**src/common/spmsp_consts.svh**
```systemverilog
// Purpose: Constants for the serial master/slave port, both ends
// Assumes: Included by bare name
// Notes:   Register offsets are for the user-side register port of spmsp_port; the partner end has none
`ifndef SPMSP_CONSTS_SVH
`define SPMSP_CONSTS_SVH

// User register offsets (4-bit address)
`define SPMSP_ADDR_CTRL    4'h0
`define SPMSP_ADDR_DATA    4'h1
`define SPMSP_ADDR_STATUS  4'h2
`define SPMSP_ADDR_IRQ_EN  4'h3
`define SPMSP_ADDR_IRQ_CLR 4'h4

// Control field positions
`define SPMSP_CTRL_ENABLE  0
`define SPMSP_CTRL_MASTER  1
`define SPMSP_CTRL_LSB     2
`define SPMSP_CTRL_DIR_OE  3
`define SPMSP_CTRL_SS_LVL  4
`define SPMSP_CTRL_RATE_LO 5
`define SPMSP_CTRL_RATE_HI 7
`define SPMSP_CTRL_PWR_OFF 8
`define SPMSP_CTRL_RESET   9'h100

// Status / interrupt bit positions
`define SPMSP_ST_DONE      0
`define SPMSP_ST_OVERRUN   1
`define SPMSP_ST_BUSY      2

// Bits per transfer
`define SPMSP_BITS         4'h8

`endif

```
**src/common/spmsp_pkg.sv**
```systemverilog
// Purpose: Types shared by both ends of the serial port
// Assumes: Constants live in spmsp_consts.svh
// Notes:   Rate codes give system clocks per full serial period
package spmsp_pkg;
  typedef enum logic [2:0] {
    SPMSP_RATE_DIV2,
    SPMSP_RATE_DIV4,
    SPMSP_RATE_DIV8,
    SPMSP_RATE_DIV16,
    SPMSP_RATE_DIV32,
    SPMSP_RATE_DIV64,
    SPMSP_RATE_DIV128
  } spmsp_rate_t;

  typedef enum logic [1:0] {
    SPMSP_IDLE,
    SPMSP_LEAD,
    SPMSP_TRAIL
  } spmsp_state_t;
endpackage

```
**src/common/spmsp_if.sv**
```systemverilog
// Purpose: Serial link between the port under design and its partner
// Assumes: Every line has one driver with an enable; bench resolves levels
// Notes:   Partner end is a master driving sck, mosi and ss_n
`timescale 1ns/1ps
interface spmsp_if;
  logic sck_o;      // Port drives clock when master
  logic sck_oe;
  logic mosi_o;
  logic mosi_oe;
  logic miso_o;     // Port drives when slave and selected
  logic miso_oe;
  logic ss_n_o;
  logic ss_n_oe;
  logic p_sck;      // Partner drives these
  logic p_mosi;
  logic p_ss_n;
  logic p_miso;
  logic p_miso_oe;
  logic sck;        // Resolved wire levels, set by the bench
  logic mosi;
  logic miso;
  logic ss_n;

  modport port (
    output sck_o, sck_oe, mosi_o, mosi_oe, miso_o, miso_oe, ss_n_o, ss_n_oe,
    input  sck, mosi, miso, ss_n
  );
  modport partner (
    output p_sck, p_mosi, p_ss_n, p_miso, p_miso_oe,
    input  sck, mosi, miso, ss_n
  );
endinterface

```
**src/hdl/spmsp_port.sv**
```systemverilog
// Purpose: Byte-wide full-duplex serial port, master or slave role
// Assumes: rst asynchronous active high; link inputs come from pins
// Notes:   Mode 0 timing: sample on rising sck, shift on falling sck
`timescale 1ns/1ps
`include "spmsp_consts.svh"
module spmsp_port (
  input  wire logic       clk_sys,
  input  wire logic       rst,
  input  wire logic [3:0] addr,
  input  wire logic [7:0] wdata,
  input  wire logic       wr,
  input  wire logic       rd,
  output logic      [8:0] rdata,
  output logic            irq,
  spmsp_if.port           lnk
);
  logic [8:0]  ctrl_q;
  logic [7:0]  shift_q;
  logic [7:0]  rx_buf_q;
  logic [3:0]  bit_cnt_q;
  logic [6:0]  div_q;
  logic [2:0]  status_q;
  logic [2:0]  irq_en_q;
  logic [2:0]  sck_sy_q, mosi_sy_q, miso_sy_q, ss_sy_q;
  logic        sck_prev_q;
  logic        sck_out_q;
  logic        in_bit_q;
  spmsp_pkg::spmsp_state_t state_q;

  // Decoded controls; power-off bit idles both engines and all pin enables
  wire active  = ctrl_q[`SPMSP_CTRL_ENABLE] & ~ctrl_q[`SPMSP_CTRL_PWR_OFF];
  wire master  = ctrl_q[`SPMSP_CTRL_MASTER];
  wire lsb     = ctrl_q[`SPMSP_CTRL_LSB];
  wire sck_s   = sck_sy_q[1];
  wire ss_s    = ss_sy_q[1];
  wire sel     = active & ~master & ~ss_s;
  wire rise    = sel & sck_s & ~sck_prev_q;
  wire fall    = sel & ~sck_s & sck_prev_q;
  wire busy    = (state_q != spmsp_pkg::SPMSP_IDLE) | (sel & (bit_cnt_q != 4'h0));
  wire dwrite  = wr & (addr == `SPMSP_ADDR_DATA);
  wire tick    = (div_q == 7'h00);

  // Half-period reload value per rate code: length in system clocks minus one
  function automatic logic [6:0] half_len(input logic [2:0] code);
    half_len = 7'(7'h01 << code) - 7'h01;
  endfunction

  // Next bit to present on the data output
  function automatic logic out_bit(input logic [7:0] s, input logic l);
    out_bit = l ? s[0] : s[7];
  endfunction

  // Shift one received bit in, in the chosen order
  function automatic logic [7:0] shift_in(input logic [7:0] s, input logic l,
                                          input logic b);
    shift_in = l ? {b, s[7:1]} : {s[6:0], b};
  endfunction

  // Pin synchronisers; stage 0 only feeds stage 1
  always_ff @(posedge clk_sys or posedge rst)
  begin
    if (rst)
    begin
      sck_sy_q  <= 3'h0;
      mosi_sy_q <= 3'h0;
      miso_sy_q <= 3'h0;
      ss_sy_q   <= 3'h7;
      sck_prev_q <= 1'b0;
    end
    else
    begin
      sck_sy_q  <= {sck_sy_q[1:0], lnk.sck};
      mosi_sy_q <= {mosi_sy_q[1:0], lnk.mosi};
      miso_sy_q <= {miso_sy_q[1:0], lnk.miso};
      ss_sy_q   <= {ss_sy_q[1:0], lnk.ss_n};
      sck_prev_q <= sck_sy_q[1];
    end
  end

  // Control and enable registers
  always_ff @(posedge clk_sys or posedge rst)
  begin
    if (rst)
    begin
      ctrl_q   <= `SPMSP_CTRL_RESET;
      irq_en_q <= 3'h0;
    end
    else if (wr & (addr == `SPMSP_ADDR_CTRL))
      ctrl_q <= {(wdata[0] ? ctrl_q[8] : ctrl_q[8]), wdata};
    else if (wr & (addr == `SPMSP_ADDR_STATUS))
      ctrl_q[`SPMSP_CTRL_PWR_OFF] <= wdata[0];  // Power gate lives here
    else if (wr & (addr == `SPMSP_ADDR_IRQ_EN))
      irq_en_q <= wdata[2:0];
  end

  // Master clock generator and both shift engines
  always_ff @(posedge clk_sys or posedge rst)
  begin
    if (rst)
    begin
      state_q   <= spmsp_pkg::SPMSP_IDLE;
      shift_q   <= 8'h00;
      bit_cnt_q <= 4'h0;
      div_q     <= 7'h00;
      sck_out_q <= 1'b0;
      in_bit_q  <= 1'b0;
    end
    else if (!active)
    begin
      state_q   <= spmsp_pkg::SPMSP_IDLE;
      bit_cnt_q <= 4'h0;
      sck_out_q <= 1'b0;
      if (dwrite)
        shift_q <= wdata;
    end
    else if (master)
    begin
      unique case (state_q)
        spmsp_pkg::SPMSP_IDLE:
        begin
          if (dwrite)
          begin
            shift_q   <= wdata;
            bit_cnt_q <= 4'h0;
            div_q     <= half_len(ctrl_q[`SPMSP_CTRL_RATE_HI:`SPMSP_CTRL_RATE_LO]);
            state_q   <= spmsp_pkg::SPMSP_LEAD;
          end
        end
        spmsp_pkg::SPMSP_LEAD:
        begin
          div_q <= tick ? half_len(ctrl_q[`SPMSP_CTRL_RATE_HI:`SPMSP_CTRL_RATE_LO])
                        : div_q - 7'h01;
          if (tick)  // Rising edge: sample partner data
          begin
            sck_out_q <= 1'b1;
            in_bit_q  <= miso_sy_q[1];
            state_q   <= spmsp_pkg::SPMSP_TRAIL;
          end
        end
        spmsp_pkg::SPMSP_TRAIL:
        begin
          div_q <= tick ? half_len(ctrl_q[`SPMSP_CTRL_RATE_HI:`SPMSP_CTRL_RATE_LO])
                        : div_q - 7'h01;
          if (tick)  // Falling edge: shift
          begin
            sck_out_q <= 1'b0;
            shift_q   <= shift_in(shift_q, lsb, in_bit_q);
            bit_cnt_q <= bit_cnt_q + 4'h1;
            state_q   <= (bit_cnt_q == `SPMSP_BITS - 4'h1) ? spmsp_pkg::SPMSP_IDLE
                                                          : spmsp_pkg::SPMSP_LEAD;
          end
        end
        default: state_q <= spmsp_pkg::SPMSP_IDLE;
      endcase
    end
    else
    begin
      // Slave role: deselect discards partial byte, edges ignored
      if (ss_s)
      begin
        bit_cnt_q <= 4'h0;
        if (dwrite)
          shift_q <= wdata;
      end
      else if (rise)
        in_bit_q <= mosi_sy_q[1];
      else if (fall)
      begin
        shift_q   <= shift_in(shift_q, lsb, in_bit_q);
        bit_cnt_q <= (bit_cnt_q == `SPMSP_BITS - 4'h1) ? 4'h0 : bit_cnt_q + 4'h1;
      end
      else if (dwrite & (bit_cnt_q == 4'h0))
        shift_q <= wdata;
    end
  end

  // Byte-complete event for both roles
  wire done = active & ((master & (state_q == spmsp_pkg::SPMSP_TRAIL) & tick
                         & (bit_cnt_q == `SPMSP_BITS - 4'h1))
                        | (fall & (bit_cnt_q == `SPMSP_BITS - 4'h1)));
  wire [7:0] rx_next = shift_in(shift_q, lsb, in_bit_q);

  // Receive buffer; each byte overwrites it, flagged as overrun while done is still set
  always_ff @(posedge clk_sys or posedge rst)
  begin
    if (rst)
      rx_buf_q <= 8'h00;
    else if (done)
      rx_buf_q <= rx_next;
  end

  // Sticky status; set beats a same-cycle clear
  always_ff @(posedge clk_sys or posedge rst)
  begin
    if (rst)
      status_q <= 3'h0;
    else
    begin
      status_q[`SPMSP_ST_DONE] <= done
        | (status_q[`SPMSP_ST_DONE] & ~(wr & (addr == `SPMSP_ADDR_IRQ_CLR) & wdata[0]));
      status_q[`SPMSP_ST_OVERRUN] <= (done & status_q[`SPMSP_ST_DONE])
        | (status_q[`SPMSP_ST_OVERRUN] & ~(wr & (addr == `SPMSP_ADDR_IRQ_CLR) & wdata[1]));
      status_q[`SPMSP_ST_BUSY] <= busy
        | (status_q[`SPMSP_ST_BUSY] & ~(wr & (addr == `SPMSP_ADDR_IRQ_CLR) & wdata[2]));
    end
  end

  // Read data one cycle after the strobe; data read returns receive buffer
  always_ff @(posedge clk_sys or posedge rst)
  begin
    if (rst)
      rdata <= 9'h000;
    else if (rd)
      unique case (addr)
        `SPMSP_ADDR_CTRL:   rdata <= ctrl_q;
        `SPMSP_ADDR_DATA:   rdata <= {1'b0, rx_buf_q};
        `SPMSP_ADDR_STATUS: rdata <= {6'h00, status_q};
        `SPMSP_ADDR_IRQ_EN: rdata <= {6'h00, irq_en_q};
        default:            rdata <= 9'h000;
      endcase
    else
      rdata <= 9'h000;
  end

  // Level interrupt from enabled sticky bits
  always_ff @(posedge clk_sys or posedge rst)
  begin
    if (rst)
      irq <= 1'b0;
    else
      irq <= |(status_q & irq_en_q);
  end

  // Pin overrides by role; select level is software's only
  always_ff @(posedge clk_sys or posedge rst)
  begin
    if (rst)
    begin
      lnk.sck_o   <= 1'b0;
      lnk.sck_oe  <= 1'b0;
      lnk.mosi_o  <= 1'b0;
      lnk.mosi_oe <= 1'b0;
      lnk.miso_o  <= 1'b0;
      lnk.miso_oe <= 1'b0;
      lnk.ss_n_o  <= 1'b1;
      lnk.ss_n_oe <= 1'b0;
    end
    else
    begin
      lnk.sck_o   <= sck_out_q;
      lnk.sck_oe  <= active & master & ctrl_q[`SPMSP_CTRL_DIR_OE];
      lnk.mosi_o  <= out_bit(shift_q, lsb);
      lnk.mosi_oe <= active & master & ctrl_q[`SPMSP_CTRL_DIR_OE];
      lnk.miso_o  <= out_bit(shift_q, lsb);
      lnk.miso_oe <= sel & ctrl_q[`SPMSP_CTRL_DIR_OE];
      lnk.ss_n_o  <= ctrl_q[`SPMSP_CTRL_SS_LVL];
      lnk.ss_n_oe <= active & master & ctrl_q[`SPMSP_CTRL_DIR_OE];
    end
  end
endmodule

```
**src/flat_wrapper.sv**
```systemverilog
// flat-port wrapper written by rule: the top's interface ports become plain ports
module spmsp_port_flat 
  (clk_sys, rst, addr, wdata, wr, rd, rdata, irq, lnk_sck_o, lnk_sck_oe, lnk_mosi_o, lnk_mosi_oe, lnk_miso_o, lnk_miso_oe, lnk_ss_n_o, lnk_ss_n_oe, lnk_sck, lnk_mosi, lnk_miso, lnk_ss_n);
  spmsp_if lnk_i ();
  input  wire logic clk_sys;
  input  wire logic rst;
  input  wire logic [3:0] addr;
  input  wire logic [7:0] wdata;
  input  wire logic wr;
  input  wire logic rd;
  output logic      [8:0] rdata;
  output logic irq;
  output wire logic [$bits(lnk_i.sck_o)-1:0] lnk_sck_o;
  output wire logic [$bits(lnk_i.sck_oe)-1:0] lnk_sck_oe;
  output wire logic [$bits(lnk_i.mosi_o)-1:0] lnk_mosi_o;
  output wire logic [$bits(lnk_i.mosi_oe)-1:0] lnk_mosi_oe;
  output wire logic [$bits(lnk_i.miso_o)-1:0] lnk_miso_o;
  output wire logic [$bits(lnk_i.miso_oe)-1:0] lnk_miso_oe;
  output wire logic [$bits(lnk_i.ss_n_o)-1:0] lnk_ss_n_o;
  output wire logic [$bits(lnk_i.ss_n_oe)-1:0] lnk_ss_n_oe;
  input wire logic [$bits(lnk_i.sck)-1:0] lnk_sck;
  input wire logic [$bits(lnk_i.mosi)-1:0] lnk_mosi;
  input wire logic [$bits(lnk_i.miso)-1:0] lnk_miso;
  input wire logic [$bits(lnk_i.ss_n)-1:0] lnk_ss_n;
  assign lnk_sck_o = lnk_i.sck_o;
  assign lnk_sck_oe = lnk_i.sck_oe;
  assign lnk_mosi_o = lnk_i.mosi_o;
  assign lnk_mosi_oe = lnk_i.mosi_oe;
  assign lnk_miso_o = lnk_i.miso_o;
  assign lnk_miso_oe = lnk_i.miso_oe;
  assign lnk_ss_n_o = lnk_i.ss_n_o;
  assign lnk_ss_n_oe = lnk_i.ss_n_oe;
  assign lnk_i.sck = lnk_sck;
  assign lnk_i.mosi = lnk_mosi;
  assign lnk_i.miso = lnk_miso;
  assign lnk_i.ss_n = lnk_ss_n;
  spmsp_port u_core (.clk_sys(clk_sys), .rst(rst), .addr(addr), .wdata(wdata), .wr(wr), .rd(rd), .rdata(rdata), .irq(irq), .lnk(lnk_i));
endmodule
```
**config.mk**
```make
export PLATFORM = sky130hd
export DESIGN_NAME = spmsp_port_flat
export DESIGN_NICKNAME = d
export VERILOG_FILES = /design/src/common/spmsp_pkg.sv /design/src/common/spmsp_if.sv /design/src/hdl/spmsp_port.sv /design/src/flat_wrapper.sv
export VERILOG_INCLUDE_DIRS = /design/src /design/src/common
export SDC_FILE = /design/constraint.sdc
export NUM_CORES = 1
export LEC_CHECK = 0
export BUFFER_PORTS_ARGS = -buffer_cell sky130_fd_sc_hd__buf_4
export CORE_ASPECT_RATIO = 1.1
export CORE_UTILIZATION = 55
export CTS_BUF_LIST = sky130_fd_sc_hd__clkbuf_16
export DETAILED_ROUTE_END_ITERATION = 8
export PLACE_DENSITY = 0.75
export SYNTH_ARGS = -nofsm -noshare
export SYNTH_HDL_FRONTEND = slang
export SYNTH_SLANG_ARGS = --single-unit
export TNS_END_PERCENT = 30
```
**constraint.sdc**
```tcl
create_clock -name clk_sys -period 2.53 [get_ports clk_sys]
set_input_delay 0.3795 -clock clk_sys [delete_from_list [all_inputs] [get_ports clk_sys]]
set_output_delay 0.3795 -clock clk_sys [all_outputs]
set_load 0.02 [all_outputs]
```
==> reports/qor.yml, run 1 <==
outcome: "finished clean"
hold_buffers: 0
power_density_nw_per_um2: 866
fin_setup_tns_ps: 0
fillers: 452
yosysSeqAreaShare_pct: 50.1
crit_slowest_cell: "a221o_1"
worstSetupPathType: "flip-flop to flip-flop"
path_max_fanout: 8
rows: 30
cts_sinks: 70
placed_area_um2: 3870
start_kind: "flip-flop"
grt_pass1_vias: 2610
synth_top_cell_area_share_pct: 47.1
root_buffer: "clkbuf_16"
peakVddDrop_mv: 0.519
rrSetupSlack_ps: 380
finalMaxSlewViolations: 0
place_congestion: 0.804
cts_resized: 0
finalCriticalPeriod_ps: 2150
finClkSkew_ps: 6.27
drive_gt1_share_pct: 26.6
drt-total-wl_um: 7700
ant_nets: 0
synthCells: 311
setup_violations: 0
cts.clk_slew.worst_paths_ps: 60
die_x_um: 78.2
synth-edff-count: 0
slew_headroom_pct: 61.5
max_stage_delay_ps: 400
wl_met2_um: 3880
period_share_pct: 84.9
synth_cell_types: 53
hpwl_um: 5220
antenna_found_initial: 0
dieArea_um2: 6700
worstPathCellList: "inv_1 -> ha_1 -> nor4b_4 -> a31oi_1 -> a221o_1 -> a21o_1 -> o2bb2ai_2"
drc: 0
end_kind: "flip-flop"
hp-class: "input port to asynchronous set/reset pin"
synth_area_leader_cell: "dfrtp_1"
layout.nets: 381
post-cts-setup-buffers: 0
clockBufferDepth: 2
via_count: 2635
areaGrowthSynthToFinish_pct: 19.5
start_util_pct: 57.0
hold_ws_ps: 90.8
p_leak_nw: 1.91
synth_area_per_cell_um2: 11.3
core_area_um2: 6160
ios: 38
grt_max_degree: 48
cap_viol_max_count: 0
max_slew.worst_pin.slew_ps: 578
critical_path.top_delay_family: "compound AO/OA/AOI/OAI gates"
yosys_warnings: 0
viasPerCell: 6.03
max_freq_ghz: 0.465
grt-ovfl-total: 0
die_h_um: 85.8
cp.required_ps: 2740
wl_met1_um: 3300
grt_setup_unrepaired: "false"
gr-usage-all-layers_pct: 24.6
synth_area_leaders: "dfrtp_1 (47%), mux2i_1 (5.4%), mux2_2 (4.2%), o2bb2ai_2 (3.4%), ha_1 (3.2%)"
cp_num_buf_inv: 1
arrival_ps: 2360
synth.net_count: 340
antennaDiodeCount: 0
hold_viol_final: 0
h-tree-depth: 3
cts_buffers: 9
ys_seq_elements: 70
port_buffers: 37
clk_latency_ps: 330
drtPass1Iterations: 5
final_area_um2: 4190
ys_async_sr_fraction_pct: 100
highest_layer: "met4"
drtIter0Drc: 216
cts_tree: "done"
wl_met3_um: 424
grt_pass1_wl_um: 12400
synth_flop_cell: "dfrtp_1"
routedWlPerCell_um: 17.6
synth_area_um2: 3510
## synthesized netlist by cell type (5+ instances only)
cell type / count
dfrtp_1: 66
mux2_2: 13
clkbuf_1: 7
inv_1: 9
o211ai_1: 6
nand2_1: 22
o2bb2ai_2: 8
o21ai_0: 12
ha_1: 9
nor2_1: 26
nand3_1: 10
and2_1: 5
a21oi_1: 15
a22o_1: 10
mux2i_1: 19
and3_1: 5
## layout make-up
cell class              instances  area, µm²  share of cell area (%)
multi-input cells             217       1630                    38.9
flip-flops and latches         70       1760                    41.9
clock buffers                   9        225                    5.37
well taps                      80        100                    2.39
repair buffers                 45        350                    8.35
clock inverters                 7       96.3                    2.30
inverters                       9       33.8                   0.805
## layout by cell type (no fill, tap or decap), types with 4 or more instances in the layout
cell type / instances
dfstp_2: 4
buf_4: 44
mux2_2: 13
a22o_1: 10
and2_1: 5
and3_1: 5
clkbuf_16: 9
nand3_1: 10
ha_1: 9
nand2_1: 22
mux2i_1: 19
a31oi_1: 4
dfrtp_1: 66
nor2_1: 26
inv_1: 8
a21oi_1: 15
o2bb2ai_2: 8
nor2b_1: 4
o211ai_1: 6
o21ai_0: 12
## flip-flops by register name, summed over array words and instances, names as in the netlist, 2 cells and up
register	count
u_core.ctrl_q	9
u_core.rdata	9
u_core.rx_buf_q	8
u_core.shift_q	8
u_core.div_q	7
u_core.bit_cnt_q	4
u_core.irq_en_q	3
u_core.status_q	3
u_core.miso_sy_q	2
u_core.mosi_sy_q	2
u_core.sck_sy_q	2
u_core.ss_sy_q	2
u_core.state_q	2
## cells by family (layout without fill, tap and decap cells)
logic type	after synthesis	after routing	synth area share, %
simple gates	99	99	15.5
compound gates	72	72	15.8
flops	70	70	50.1
mux	35	35	11.5
buf+inv	24	70	3.46
fa+ha+maj	9	9	3.21
xor+xnor	2	2	0.499
## report_power, final
part	switching (mW)	total [mW]	leakage [nW]	internal, mW
clock network	0.471	1.34	0.150	0.865
logic	0.389	0.791	0.856	0.402
registers	0.205	1.51	0.904	1.30
## per-stage QoR
stage | util [%] | total power [mW] | cells | worst slack, ps
floorplan | - | 2.07 | 311 | 389
global placement | 62.9 | 2.26 | 421 | 463
detailed placement | 62.9 | 2.29 | 421 | 438
CTS | 68.1 | 3.64 | 437 | 406
global route | 68.1 | 3.79 | 437 | 243
finish | 68.1 | 3.63 | 437 | 382
## per-layer routing
metal / track usage [%] / vias to the layer above
met5: 0 / -
met4: 13.6 / 0
met3: 5.74 / 8
met2: 40.0 / 88
met1: 30.4 / 1319
li1: - / 1220
## final timing paths
kind,depth (start not counted),start,to
max in group asynchronous,3,rst,u_core.ctrl_q[8]
min in group clk_sys,1,lnk_ss_n,u_core.ss_sy_q[0]
worst max-delay path,7,u_core.div_q[0],u_core.shift_q[7]
worst min register to register,0,u_core.sck_sy_q[0],u_core.sck_sy_q[1]
worst min-delay path,2,rst,u_core.miso_sy_q[0]
worst max register to register,7,u_core.div_q[0],u_core.shift_q[7]
Note: power is estimated with default switching activity, not from simulation.
==> run 2: changes to the inputs <==
- CORE_UTILIZATION: 55 -> 53
- PLACE_DENSITY: 0.75 -> 0.76
- clock period: 2.53 -> 1.9 ns (I/O delays scaled with it)
==> run 2 against run 1 <==
Against the previous run:
- the run now ends with negative setup slack left
- final area rose by 8.2%
- flip-flop and latch count is the same
- clock power up 34%
- largest cell class unchanged
- largest power group unchanged
- highest routed layer unchanged
==> reports/qor.yml, run 2 (same netlist as run 1, synthesis figures left out) <==
outcome: "finished with violations"
violations: "negative setup slack"
peakVddDrop_mv: 0.857
cp.required_ps: 2110
p_leak_nw: 2.10
antenna_found_initial: 0
via_count: 2775
drt-total-wl_um: 8130
place_congestion: 0.845
rows: 30
h-tree-depth: 3
hpwl_um: 5750
end_kind: "flip-flop"
cts_buffers: 9
cap_viol_max_count: 0
areaGrowthSynthToFinish_pct: 29.3
layout_common_cells: "buf_4 (77), dfrtp_1 (66), nor2_1 (26)"
drtPass1Iterations: 4
dieArea_um2: 6950
reg.largest.list: "u_core.ctrl_q (9), u_core.rdata (9)"
drc: 0
layout.nets: 415
hold_viol_final: 0
grt_pass1_wl_um: 13800
clockBufferDepth: 2
path_max_fanout: 8
cts_sinks: 70
finalPower_mw: 5.05
grt_max_degree: 32
cp_num_buf_inv: 1
die_x_um: 79.6
critical_path.top_delay_family: "compound AO/OA/AOI/OAI gates"
viasPerCell: 5.89
max_slew.worst_pin.slew_ps: 537
final_cells: 471
worstPathCellList: "inv_2 -> ha_4 -> nor4b_4 -> a31oi_2 -> a221o_1 -> a21o_4 -> o2bb2ai_2"
root_buffer: "clkbuf_16"
gr-usage-all-layers_pct: 26.2
finalCriticalPeriod_ps: 1940
grt_setup_unrepaired: "true"
port_buffers: 37
crit_slowest_cell: "a221o_1"
hp-class: "input port to flip-flop"
setup_violations: 8
grt_pass1_vias: 2841
place_inst: 451
finalMaxSlewViolations: 0
routedWlPerCell_um: 17.3
cts_tree: "done"
period_share_pct: 102
start_kind: "flip-flop"
drive_gt1_share_pct: 36.8
layout.cells.most_common: "buf_4"
max_stage_delay_ps: 390
start_util_pct: 56.0
ios: 38
finClkSkew_ps: 10.5
cts.clk_slew.worst_paths_ps: 50
grt-ovfl-total: 0
die_h_um: 87.3
pre_cts_ws_ps: -197
core_area_um2: 6270
antennaDiodeCount: 0
arrival_ps: 2150
fin_setup_tns_ps: -269
drtIter0Drc: 182
ant_nets: 0
slew_headroom_pct: 64.2
hold_ws_ps: 65.5
worstSetupPathType: "flip-flop to flip-flop"
power_density_nw_per_um2: 1110
clk_latency_ps: 330
timing.final.ws_setup_ps: -37.9
max_freq_ghz: 0.516
[run 2: changes by cell type in the layout (fill, tap and decap cells not counted), sizes merged]
| cell | delta |
|---|---|
| buf | +33 |
| clkinv | +1 |
| dlygate4sd3 | +1 |
| inv | -1 |
[run 2: cell type report]
cell class                      instances  area (µm²)
Sequential cell                        70        1760
Timing Repair Buffer                   79         608
Clock inverter                          7        97.6
Tap cell                               80         100
Fill cell                             417        1730
Inverter                                9        37.5
Multi-Input combinational cell        217        1710
Clock buffer                            9         225
[run 2: final timing paths]
check	slack, ps	startpoint	end	depth (start not counted)
min	70	lnk_ss_n	u_core.ss_sy_q[0]	1
min in group asynchronous	540	rst	u_core.ctrl_q[2]	3
max in group asynchronous	710	rst	u_core.lnk.sck_o	4
min reg2reg	350	u_core.miso_sy_q[0]	u_core.miso_sy_q[1]	0
max	-40	u_core.div_q[1]	u_core.shift_q[6]	7
max reg2reg	-40	u_core.div_q[1]	u_core.shift_q[6]	7
[run 2: where the power goes]
group | internal, mW | leakage (nW) | switching [mW] | total (mW)
logic | 0.678 | 1.03 | 0.623 | 1.30
registers | 1.73 | 0.904 | 0.233 | 1.97
clock network | 1.15 | 0.157 | 0.636 | 1.79
total | 3.56 | 2.10 | 1.49 | 5.05
[run 2: per-layer routing]
layer  part of all wire, %  global-route usage, %  up-vias
li1                      -                      -     1296
met1                    42                   33.7     1374
met4                   1.7                   9.09        0
met5                     0                      0        -
met2                    52                   44.8       90
met3                   4.3                   4.29       15
[run 2: through the flow]
step	cell area, µm²	util, %
after global placement	4100	65.4
after global routing	4540	72.4
after detailed placement	4100	65.4
after floorplan	3510	-
after CTS	4520	72.1
final	4540	72.4
[run 2: what timing repair did]
item | CTS | global route
endpoints found under the setup margin | 18 | 26
resized for setup | 17 | 5
pin swaps | 6 | 10
endpoints found under the hold margin | 17 | 0
setup buffers | 3 | 0
hold buffers | 1 | 0
==> run 3: changes to the inputs <==
- CORE_UTILIZATION: 53 -> 55
- PLACE_DENSITY: 0.76 -> 0.75
- clock period: 1.9 -> 1.8 ns (I/O delays scaled with it)
==> run 3 against run 2 <==
Against the previous run:
- the run ends with negative hold slack, negative setup slack left
- worst setup slack got worse by 95 ps
- total power is 5.7% higher
- routed wire length grew 3.7%
- hold slack lost 66 ps
- clock skew is 7.3 ps lower
- global-route usage up 0.94 points
- largest power group unchanged
==> reports/qor.yml, run 3 (same netlist as run 1, synthesis figures left out) <==
outcome: "finished with violations"
violations: "negative hold slack, negative setup slack"
final_core_util_pct: 75.6
gr-usage-all-layers_pct: 27.2
dieArea_um2: 6700
ant_nets: 0
antenna_found_initial: 0
areaGrowthSynthToFinish_pct: 32.6
crit_start: "u_core.div_q[0]"
arrival_ps: 2150
layout_common_cells: "buf_4 (92), dfrtp_1 (65), nor2_1 (26)"
worstSetupPathType: "flip-flop to flip-flop"
cts_tree: "done"
via_count: 2856
rows: 30
timing.rr.start: "u_core.div_q[0]"
multi_input_area_um2: 1690
slew_headroom_pct: 61.7
path_max_fanout: 8
setup_violations: 21
final_area_um2: 4650
antennaDiodeCount: 0
cts.clk_slew.worst_paths_ps: 60
layout.nets: 431
crit_path_end: "u_core.shift_q[5]"
drtIter0Drc: 240
clk_latency_ps: 330
grt_pass1_wl_um: 13900
p_sw_mw: 1.58
period_share_pct: 107
timing.final.ws_setup_ps: -133
reg2reg_depth: 7
cts_buffers: 9
power_density_nw_per_um2: 1150
final_cells: 487
layout.cells.most_common: "buf_4"
port_buffers: 37
hold_ws_ps: -0.393
h-tree-depth: 3
finalPower_mw: 5.34
root_buffer: "clkbuf_16"
cap_viol_max_count: 0
drt-total-wl_um: 8430
cp.required_ps: 2020
start_util_pct: 57.0
placed_area_um2: 4240
place_congestion: 0.962
clockBufferDepth: 2
regArea_um2: 1760
p_leak_nw: 2.18
core_area_um2: 6160
max_slew.worst_pin.slew_ps: 574
max_freq_ghz: 0.517
die_x_um: 78.2
grt_pass1_vias: 2984
end_kind: "flip-flop"
hpwl_um: 5960
rrSetupSlack_ps: -130
finClkSkew_ps: 3.21
p_int_mw: 3.77
drc: 0
start_kind: "flip-flop"
drive_gt1_share_pct: 39.3
grt_setup_unrepaired: "true"
reg.largest.list: "u_core.ctrl_q (9), u_core.rdata (9)"
finalMaxSlewViolations: 0
routedWlPerCell_um: 17.3
peakVddDrop_mv: 0.785
grt_max_degree: 29
fillers: 411
hp-class: "input port to asynchronous set/reset pin"
ios: 38
finalCriticalPeriod_ps: 1930
place_inst: 468
combPwrFrac_pct: 25.8
viasPerCell: 5.86
cts_sinks: 70
p_seq_share_pct: 38.6
clkPwrFrac_pct: 35.7
hold_buffers: 0
drtPass1Iterations: 5
r2r_end: "u_core.shift_q[5]"
hold_viol_final: 1
grt-ovfl-total: 0
p_sw_share_pct: 29.5
die_h_um: 85.8
==> run 3: cell types whose count changed in the layout (fill, tap and decap cells not counted), moves of 2 or more <==
cell and delta:
buf_4 +15, o21ai_1 -2, and2_4 -2, a21oi_1 -2
and2_1 +2
==> run 3: cell type report <==
cell class	instances	area share, %
Inverter	9	0.806
Timing Repair Buffer	95	15.9
Tap cell	80	2.15
Multi-Input combinational cell	217	36.4
Clock buffer	9	4.84
Sequential cell	70	37.8
Clock inverter	7	2.10
==> run 3: routing by layer <==
layer / wire (µm) / share of wire, % / GRT usage, %
met1: 3470 / 41 / 33.0
met2: 4250 / 50 / 45.9
met3: 475 / 5.6 / 6.38
met4: 233 / 2.8 / 12.8
met5: 0 / 0 / 0
==> run 3: timing repair <==
item | CTS | global route
pin swaps | 2 | 4
endpoints found under the setup margin | 23 | 28
gates resized for setup | 8 | 12
setup buffers | 0 | 3
==> run 3: critical path, stage by stage (launching register included) <==
cell       delay, ps
dfrtp_1          400
inv_2             90
ha_4             120
nor4b_4          270
a31oi_2          150
a221o_1          400
a21o_4           250
o2bb2ai_2        140
==> run 3: power groups by stage <==
stage	Sequential [mW]	Clock, mW	Combinational (mW)
after floorplan	2.05	0	0.853
after global routing	2.09	1.98	1.49
after CTS	2.06	1.91	1.35
final	2.06	1.91	1.38
after detailed placement	2.08	0	1.33
after global placement	2.07	0	1.29
==> run 3: worst min path at each step <==
stage                              from                  end  slack [ps]  depth (start not counted)
finish                              rst      u_core.rdata[0]        -0.4                          2
global route                        rst      u_core.rdata[0]          30                          2
CTS                                 rst      u_core.rdata[2]          10                          2
detailed placement  u_core.miso_sy_q[0]  u_core.miso_sy_q[1]         340                          0
global placement    u_core.mosi_sy_q[0]  u_core.mosi_sy_q[1]         340                          0
floorplan                      lnk_ss_n    u_core.ss_sy_q[0]         270                          0
==> run 3: stage by stage <==
step	setup WS [ps]	setup TNS, ps
finish	-133	-1660
detailed placement	-218	-2500
global placement	-170	-1620
floorplan	-187	-1980
CTS	-96.5	-1200
global route	-229	-3980
